<file path="src/include/mcq_defs.vh">
// Constants for the per-axis motion command queue.
// Included by the queue design; no other dependencies.
`ifndef MCQ_DEFS_VH
`define MCQ_DEFS_VH
`define MCQ_AXES      4
`define MCQ_AXW       2
`define MCQ_CMDW      64
`define MCQ_OPW       3
// Operation kinds carried with each entry
`define MCQ_OP_TRAP   3'h0
`define MCQ_OP_SCURVE 3'h1
`define MCQ_OP_LINE   3'h2
`define MCQ_OP_ARC    3'h3
`define MCQ_OP_LINE3  3'h4
`define MCQ_OP_LINE4  3'h5
// Occupancy status bit positions
`define MCQ_ST_ACT    0
`define MCQ_ST_PRE1   1
`define MCQ_ST_PRE2   2
`endif

</file>
<file path="src/verilog/mcq_queue.v">
// Per-axis three-stage command queue: active, first and second stage.
// Assumes an external profile generator that starts on a start pulse and
// reports completion with a one-cycle done pulse per axis.
// Host writes are taken as synchronous to the clock; a done while idle is dropped.
// Operation kinds are carried, never decoded; chaining rules stay with the host.
// Overview of operation
// - Host writes each new operation into second stage of target axis.
// - Active and first empty: second stage goes straight to active and starts.
// - Active busy, first empty: second stage advances into first stage.
// - On completion load first stage into active and shift second down in the same cycle.
// - Next operation's start pulse comes one cycle after the previous done pulse.
// - Event raised when the second stage becomes empty, if enabled.
// - Interrupt raised when queued operations have all completed.
// - Write into an occupied second stage replaces its entry.
// - Each axis has its own queue; no cross-axis continuation.
// - Trapezoid, S-curve, linear and circular moves share the queue.
// - Queue occupancy is exposed as pollable status.
// - Three and four axis linear chains are accepted.
`timescale 1ns/100ps
`include "mcq_defs.vh"

module mcq_axis (
  input  wire                 i_clk,      // System clock
  input  wire                 i_sys_rst,  // Sync reset, active high
  input  wire                 i_wr,       // Write into second stage
  input  wire [`MCQ_OPW-1:0]  i_op,       // Operation kind
  input  wire [`MCQ_CMDW-1:0] i_cmd,      // Operation parameters
  input  wire                 i_done,     // Running operation finished
  input  wire                 i_ev_en,    // Stage-empty event enable
  input  wire                 i_cmp_en,   // Completion interrupt enable
  output reg                  o_start,    // Start pulse to generator
  output reg  [`MCQ_OPW-1:0]  o_op,       // Active operation kind
  output reg  [`MCQ_CMDW-1:0] o_cmd,      // Active operation parameters
  output reg  [2:0]           o_status,   // Occupancy: act, pre1, pre2
  output reg                  o_ev,       // Stage-empty event pulse
  output reg                  o_cmp       // All-complete pulse
);
  // Occupancy flags, one per stage
  reg                 act_reg;
  reg                 p1_reg;
  reg                 p2_reg;
  // Stored entries of both waiting stages
  reg [`MCQ_OPW-1:0]  p1_op_reg;
  reg [`MCQ_CMDW-1:0] p1_cmd_reg;
  reg [`MCQ_OPW-1:0]  p2_op_reg;
  reg [`MCQ_CMDW-1:0] p2_cmd_reg;

  reg                  act_next;
  reg                  p1_next;
  reg                  p2_next;
  reg                  load_p1;
  reg                  load_p2_act;
  reg                  mv_p2_p1;

  wire                 done_v;
  wire                 act_free;
  wire                 p2_has;
  wire [`MCQ_OPW-1:0]  p2_op;
  wire [`MCQ_CMDW-1:0] p2_cmd;
  wire                 start_next;
  wire                 ev_next;
  wire                 cmp_next;

  // Done only meaningful while active; ignore stray pulses
  assign done_v   = i_done & act_reg;
  assign act_free = ~act_reg | done_v;
  // Second stage content present this cycle, including a fresh write
  assign p2_has = p2_reg | i_wr;
  assign p2_op  = i_wr ? i_op : p2_op_reg;
  assign p2_cmd = i_wr ? i_cmd : p2_cmd_reg;
  assign start_next = load_p1 | load_p2_act;
  // A write that leaves stage two at once still frees it for the host
  assign ev_next  = i_ev_en & p2_has & ~p2_next;
  // Completion only when nothing follows; a zero-gap reload is not an end
  assign cmp_next = i_cmp_en & done_v & ~act_next;
  always @* begin
    // Defaults: hold, and drop an active entry that just finished
    load_p1     = 1'b0;
    load_p2_act = 1'b0;
    mv_p2_p1    = 1'b0;
    act_next    = act_reg & ~done_v;
    p1_next     = p1_reg;
    p2_next     = p2_has;
    // Stage one is older than stage two, so it goes first
    if (act_free && p1_reg) begin
      load_p1  = 1'b1;
      act_next = 1'b1;
      p1_next  = p2_has;
      mv_p2_p1 = p2_has;
      p2_next  = 1'b0;
    end else if (act_free && p2_has) begin
      // Nothing waits ahead: skip stage one for a zero-gap start
      load_p2_act = 1'b1;
      act_next    = 1'b1;
      p2_next     = 1'b0;
    end else if (!p1_reg && p2_has) begin
      // Active busy: the entry waits in stage one
      mv_p2_p1 = 1'b1;
      p1_next  = 1'b1;
      p2_next  = 1'b0;
    end
  end

  // Occupancy flags
  always @(posedge i_clk) begin
    if (i_sys_rst) begin
      act_reg <= 1'b0;
      p1_reg  <= 1'b0;
      p2_reg  <= 1'b0;
    end else begin
      act_reg <= act_next;
      p1_reg  <= p1_next;
      p2_reg  <= p2_next;
    end
  end

  // Stage two data; written on every write, even one that moves on at once
  always @(posedge i_clk) begin
    if (i_sys_rst) begin
      p2_op_reg  <= `MCQ_OP_TRAP;
      p2_cmd_reg <= {`MCQ_CMDW{1'b0}};
    end else if (i_wr) begin
      p2_op_reg  <= i_op;
      p2_cmd_reg <= i_cmd;
    end
  end

  // Stage one data
  always @(posedge i_clk) begin
    if (i_sys_rst) begin
      p1_op_reg  <= `MCQ_OP_TRAP;
      p1_cmd_reg <= {`MCQ_CMDW{1'b0}};
    end else if (mv_p2_p1) begin
      p1_op_reg  <= p2_op;
      p1_cmd_reg <= p2_cmd;
    end
  end

  // Active entry handed to the generator
  always @(posedge i_clk) begin
    if (i_sys_rst) begin
      o_start <= 1'b0;
      o_op    <= `MCQ_OP_TRAP;
      o_cmd   <= {`MCQ_CMDW{1'b0}};
    end else begin
      o_start <= start_next;
      if (load_p1) begin
        o_op  <= p1_op_reg;
        o_cmd <= p1_cmd_reg;
      end else if (load_p2_act) begin
        o_op  <= p2_op;
        o_cmd <= p2_cmd;
      end
    end
  end

  // Status mirrors next occupancy, so it matches the flags cycle for cycle
  always @(posedge i_clk) begin
    if (i_sys_rst) begin
      o_status <= 3'h0;
      o_ev     <= 1'b0;
      o_cmp    <= 1'b0;
    end else begin
      o_status[`MCQ_ST_ACT]  <= act_next;
      o_status[`MCQ_ST_PRE1] <= p1_next;
      o_status[`MCQ_ST_PRE2] <= p2_next;
      o_ev  <= ev_next;
      o_cmp <= cmp_next;
    end
  end
endmodule

module mcq_queue (
  input  wire                            i_clk,     // System clock
  input  wire                            i_sys_rst, // Sync reset, active high
  input  wire [`MCQ_AXES-1:0]            i_wr,      // Per-axis write strobe
  input  wire [`MCQ_AXES*`MCQ_OPW-1:0]   i_op,      // Per-axis operation kind
  input  wire [`MCQ_AXES*`MCQ_CMDW-1:0]  i_cmd,     // Per-axis parameters
  input  wire [`MCQ_AXES-1:0]            i_done,    // Per-axis completion
  input  wire                            i_int_en,  // Global interrupt enable
  input  wire                            i_fac_pre, // Factor: stage empty
  output wire [`MCQ_AXES-1:0]            o_start,   // Per-axis start pulse
  output wire [`MCQ_AXES*`MCQ_OPW-1:0]   o_op,      // Per-axis active kind
  output wire [`MCQ_AXES*`MCQ_CMDW-1:0]  o_cmd,     // Per-axis active params
  output wire [`MCQ_AXES*3-1:0]          o_status,  // Per-axis occupancy
  output wire [`MCQ_AXES-1:0]            o_ev,      // Per-axis stage-empty event
  output wire [`MCQ_AXES-1:0]            o_cmp      // Per-axis all-complete
);
  wire ev_en;  // Stage-empty event gate
  wire cmp_en; // Completion gate

  // Only the stage-empty event also needs its factor bit
  assign ev_en  = i_int_en & i_fac_pre;
  assign cmp_en = i_int_en;

  // Axis queues never share state; a chain stays on its own axis
  genvar g;
  generate
    for (g = 0; g < `MCQ_AXES; g = g + 1) begin : ax
      // Independent queue per axis
      mcq_axis u_axis (
        .i_clk    (i_clk),
        .i_sys_rst(i_sys_rst),
        .i_wr     (i_wr[g]),
        .i_op     (i_op[g*`MCQ_OPW +: `MCQ_OPW]),
        .i_cmd    (i_cmd[g*`MCQ_CMDW +: `MCQ_CMDW]),
        .i_done   (i_done[g]),
        .i_ev_en  (ev_en),
        .i_cmp_en (cmp_en),
        .o_start  (o_start[g]),
        .o_op     (o_op[g*`MCQ_OPW +: `MCQ_OPW]),
        .o_cmd    (o_cmd[g*`MCQ_CMDW +: `MCQ_CMDW]),
        .o_status (o_status[g*3 +: 3]),
        .o_ev     (o_ev[g]),
        .o_cmp    (o_cmp[g])
      );
    end
  endgenerate
endmodule
</file>
<file path="config.mk">
export PLATFORM = sky130hd
export DESIGN_NAME = mcq_queue
export DESIGN_NICKNAME = d
export VERILOG_FILES = /design/src/verilog/mcq_queue.v
export VERILOG_INCLUDE_DIRS = /design/src /design/src/include
export SDC_FILE = /design/constraint.sdc
export NUM_CORES = 2
export LEC_CHECK = 0
export BUFFER_PORTS_ARGS = -buffer_cell sky130_fd_sc_hd__buf_2
export CAP_MARGIN = 20
export CORE_UTILIZATION = 35
export CTS_CLUSTER_SIZE = 10
export DETAILED_ROUTE_END_ITERATION = 6
export GPL_TIMING_DRIVEN = 1
export PLACE_DENSITY_LB_ADDON = 0.25
export SYNTH_ARGS = -nofsm -noshare
export SYNTH_HDL_FRONTEND = slang
export SYNTH_HIERARCHICAL = 1
export SYNTH_SLANG_ARGS = --single-unit
</file>
<file path="constraint.sdc">
create_clock -name i_clk -period 1.9 [get_ports i_clk]
set_clock_uncertainty 0.2 [all_clocks]
set_input_delay 0.285 -clock i_clk [delete_from_list [all_inputs] [get_ports i_clk]]
set_output_delay 0.285 -clock i_clk [all_outputs]
set_load 0.005 [all_outputs]
</file>
# --- Yosys cells after proc, flatten, opt, wreduce, memory -nomap -nowiden ---
# Cells that the tools add are included.
classes:
  bitwise: 53
  n_reduce_logical: 20
  mux: 80
op_table:
  columns: ["cell", "n"]
  rows:
  - ["$mux W64", 12]
  - ["$mux W1", 56]
  - ["$mux W3", 12]
  - ["$and A1 B1 Y1", 25]
  - ["$not A1 Y1", 16]
  - ["$logic_and A1 B1 Y1", 12]
  - ["$or A1 B1 Y1", 12]
  - ["$reduce_bool A2 Y1", 4]
  - ["$logic_not A1 Y1", 4]
totals:
  wordCells: 205
  register_bits: 840
  input_bits: 280

# --- Depth between registers and ports, before layout ---
depth:
  depth_word: 7
  mapped_depth: 7
  depth_no_buf: 4

# --- Modules after synthesis ---
# Netlist, hierarchy kept.
by_module_without_submodules:
  columns: ["mod", "area_per_inst_um2", "cells_per_inst", "n_inst"]
  rows:
  - ["mcq_axis", 8740.9, 908, 4]
  - ["mcq_queue", 6.3, 1, 1]

# --- Worst setup path after synthesis ---
# Ideal clock, no wire load.
synth_timing:
  path_type: "in2reg"
  startpoint: "input port i_done[0]"
  endpoint: "register ax[0].u_axis.p1_cmd_reg[35]"
  stages: 7
  setup_time_ns: 0.121
  slack_ns: 0.190
  arrival_time_ns: 1.389
  cell_sequence: "nand2b_1 -> buf_4 -> xnor2_2 -> o21ai_2 -> buf_6 -> buf_6 -> mux2_4"
synth_between:
  elab_chain_len: 5
  word_cells_on_any_way: 6
  cone_classes: "mux (2); bitwise (2); reduce/logical (2)"
synth_rtl:
  columns: ["element", "line", "source"]
  rows:
  - ["start: declaration", "mcq_queue.v:179", "input wire [`MCQ_AXES-1:0] i_done,"]
  - ["$and A1 B1 Y1 *", "mcq_queue.v:65", "assign done_v = i_done & act_reg;"]
  - ["$or A1 B1 Y1 *", "mcq_queue.v:66", "assign act_free = ~act_reg | done_v;"]
  - ["$logic_and A1 B1 Y1", "mcq_queue.v:91", "end else if (act_free && p2_has) begin"]
  - ["$mux W1", "mcq_queue.v:91", null]
  - ["$mux W1 *", "mcq_queue.v:85", "if (act_free && p1_reg) begin"]
  - ["end signal: assignment", "mcq_queue.v:132", "p1_cmd_reg <= {`MCQ_CMDW{1'b0}};"]
  - ["end signal: assignment", "mcq_queue.v:135", "p1_cmd_reg <= p2_cmd;"]
  - ["end: declaration", "mcq_queue.v:44", "reg [`MCQ_CMDW-1:0] p1_cmd_reg;"]
# Every way passes the cells marked *; elsewhere a longest branch is shown, timed or not.
# A chain may end at the register's enable or synchronous reset.

==> impl_summary.log <==
INFO  metric run_status = completed
INFO  metric critPathCaptureType = output port
INFO  metric gate_count_of_the_mapped_netlist = between 3000 and 4000
INFO  metric drt_pre_antenna_iters = 5
INFO  metric timing.reg2reg.setup_slack = 0.10 ns
INFO  metric vias_in_the_first_global_route = ~28000
INFO  metric final_common_cell = sky130_fd_sc_hd__dfxtp_1
INFO  metric groute.usage.overall = 0.199
INFO  metric edff_count_synth = 0
INFO  metric worstPathCellList = buf_12 > buf_2
INFO  metric synth.ff_latch_count = approximately 830
INFO  metric report.final.setup_viol = 0
INFO  metric buffer_ports.inserted = between 500 and 600
INFO  metric number_of_standard_cells_in_the_layout_taps_in_and_fillers_out = approximately 5800
INFO  metric effective_utilization_at_floorplan = 0.354
INFO  metric timing.critical_path.slowest_stage_cell = sky130_fd_sc_hd__dfxtp_4
INFO  metric sinks_on_clock_net = 828
INFO  metric drt_wl_total = roughly 100000 um
INFO  metric antenna_found_initial = 9
INFO  metric cts_buffer_depth = 3
INFO  metric slew_headroom = 0.624
INFO  metric worstHoldPathCells = 4
INFO  metric synthesis.nets = 3913
INFO  metric r2r.worst_path.cells = 6
INFO  metric clock_tree_from_tritoncts = yes
INFO  metric source_to_sink_clock_delay_at_the_later_pin_of_the_worst_skew_pair = 0.67 ns
INFO  metric die_y = roughly 320 um
INFO  metric commonest_non_fill_non_tap_cells_in_the_layout = sky130_fd_sc_hd__dfxtp_1, sky130_fd_sc_hd__buf_2, sky130_fd_sc_hd__nand2_1, sky130_fd_sc_hd__dlygate4sd3_1, sky130_fd_sc_hd__nor2_1
INFO  metric initialDrtViolationCount = between 1500 and 2000
INFO  metric boundaryPins = approximately 570
INFO  metric fp-row-count = 115
INFO  metric required = between 1 and 1.5 ns
INFO  metric design.final.nets = about 4800
INFO  metric finalCriticalPeriod = roughly 1.8 ns
INFO  metric area_delta_synth_final = 31.8%
INFO  metric asyncSetResetFlopFracSynth = 0
INFO  metric cp-start-kind = flip-flop
INFO  metric root_driver = sky130_fd_sc_hd__clkbuf_16
INFO  metric coreArea = 0.0987 mm2
INFO  metric globalRouteOverflowTotal = 0
INFO  metric worst_ir_drop_vdd = 696 uV
INFO  metric place.gp.congestion = 0.760
INFO  metric power_leakage = 19.2 nW
INFO  metric synth.avg_cell_area = roughly 9.6 um2
INFO  metric totalNegativeSetupSlack = 0 ns
INFO  metric report.final.hold_viol_count = 0
INFO  metric cts_htree_levels = 3
INFO  metric die_width = roughly 320 um
INFO  metric layout_worst_path_cycle_share = 0.953
INFO  metric detail-route-antenna-nets = 0
INFO  metric avgRoutedWirePerCell = around 18 um
INFO  metric tightest_slew = approximately 0.56 ns
INFO  metric grt_setup_unrepaired = no
INFO  metric grt_pass1_wl = approximately 160000 um
INFO  metric drt-vias-per-instance = 4.89
INFO  metric postSynth.topFlopCell = sky130_fd_sc_hd__dfxtp_1
INFO  metric worstPathMaxFanout = 16
INFO  metric critical_path_class = flip-flop to output port
INFO  metric final_max_slew_viol_count = 0
INFO  metric postLayoutCoreUtil = 0.467
INFO  metric dieArea = 0.101 mm2
INFO  metric place_inst = about 5300
INFO  metric timing.critical_path.slowest_cell_delay = 0.36 ns
INFO  metric critPathArrivalTime = between 1 and 1.5 ns
INFO  metric synth.yosys.warnings = 6
INFO  metric route.detailed.drc = 0
INFO  metric cap_violations = 0
INFO  metric vias = about 28000
INFO  metric cts-buffers-inserted = between 90 and 100
INFO  metric cellPowerDensity = 874 mW/mm2
INFO  metric synth.yosys.seq_area_share = 0.474
INFO  metric drive_gt1_frac = 0.253
INFO  metric synthDistinctLibCells = 24
INFO  metric clk_pin_slew = 0.05 ns
INFO  metric hold_path.class = input pin to flip-flop
INFO  metric fmax = around 550 MHz
INFO  metric grt_start_max_net_pins = between 70 and 80
INFO  metric synth_area = 0.0350 mm2
INFO  metric dp_hpwl = around 64000 um
[timing repair]
| item | CTS | global route |
|---|---|---|
| resized for setup | 11 | 1 |
| hold buffers | 336 | 0 |
| setup endpoints to repair | 8 | 3 |
| gates cloned | 4 | 0 |
| setup buffers | 8 | 0 |
| hold endpoints to repair | 814 | 0 |
| pin swaps | 0 | 0 |
[report_power, final]
part,switching [W],leakage [nW],internal [W]
clock,0.00715,1.31,0.00958
sequential,0.000424,6.78,0.0182
combinational,0.00250,11.1,0.00243
total,0.0101,19.2,0.0302
[through the flow]
step / setup slack [ns] / power [W] / hold WS (ns) / area [um2]
after global placement: 0.0558 / 0.0233 / 0.282 / 39800
after global routing: 0.0159 / 0.0420 / 0.0432 / 46100
after CTS: 0.00586 / 0.0408 / 0.00130 / 46100
after floorplan: 0.190 / 0.0215 / 0.256 / 35000
final: 0.0888 / 0.0403 / 0.0485 / 46100
after detailed placement: 0.0285 / 0.0233 / 0.287 / 39800
[final timing paths]
kind	to	start
hold / removal	ax[2].u_axis/p2_reg	i_wr[2]
setup / recovery	o_status[10]	flip-flop
setup reg to reg	ax[3].u_axis/p1_cmd_reg[33]	flip-flop
hold reg to reg	ax[3].u_axis/o_cmd[57]	ax[3].u_axis/o_cmd[57]
[cell type report]
class	instances	area [um2]
multi-input combinational	2489	16800
sequential	828	16600
tap	1287	1610
fill	9309	52600
clock inverter	10	154
clock buffer	119	2550
antenna	4	10.0
timing repair buffer	1066	8360
[metal layers]
layer | up-vias | GRT usage | wire length (um)
met5 | - | 0 | 27
met4 | 4 | 0.0727 | 3060
met3 | 158 | 0.0399 | 5310
met2 | 654 | 0.331 | 48200
met1 | 13500 | 0.255 | 46600
li1 | 14100 | - | -
[worst max-delay path: cells and delay by family (launching register included)]
family / cells / cell delay [ns]
DFF: 1 / 0.36
buffers and inverters: 2 / 0.31
[synthesized netlist by cell type, types with 8 or more instances]
library cell,n,area (um2)
sky130_fd_sc_hd__mux2i_1,268,2680
sky130_fd_sc_hd__clkbuf_1,164,616
sky130_fd_sc_hd__buf_6,36,405
sky130_fd_sc_hd__nor2b_1,276,1730
sky130_fd_sc_hd__mux2_2,148,1670
sky130_fd_sc_hd__nor2_1,284,1070
sky130_fd_sc_hd__a21oi_1,8,40.0
sky130_fd_sc_hd__nor3_1,8,40.0
sky130_fd_sc_hd__a41oi_1,268,2350
sky130_fd_sc_hd__nand2b_1,272,1700
sky130_fd_sc_hd__dfxtp_1,828,16600
sky130_fd_sc_hd__buf_2,84,420
sky130_fd_sc_hd__buf_4,28,210
sky130_fd_sc_hd__nand2_1,544,2040
sky130_fd_sc_hd__nand3_1,268,1340
sky130_fd_sc_hd__mux2_4,120,1800
[cells by family (layout without fill, tap and decap cells)]
kind of cell / after synthesis / in the layout / synth area share
XOR/XNOR: 4 / 4 / 0.00186
AND/OR/NAND/NOR: 1669 / 1669 / 0.231
buffers and inverters: 316 / 1195 / 0.0477
flip-flops: 828 / 828 / 0.474
AO/OA/AOI/OAI: 280 / 280 / 0.0693
other: 0 / 4 / 0
multiplexers: 536 / 536 / 0.176
(Power assumes the default switching activity.)
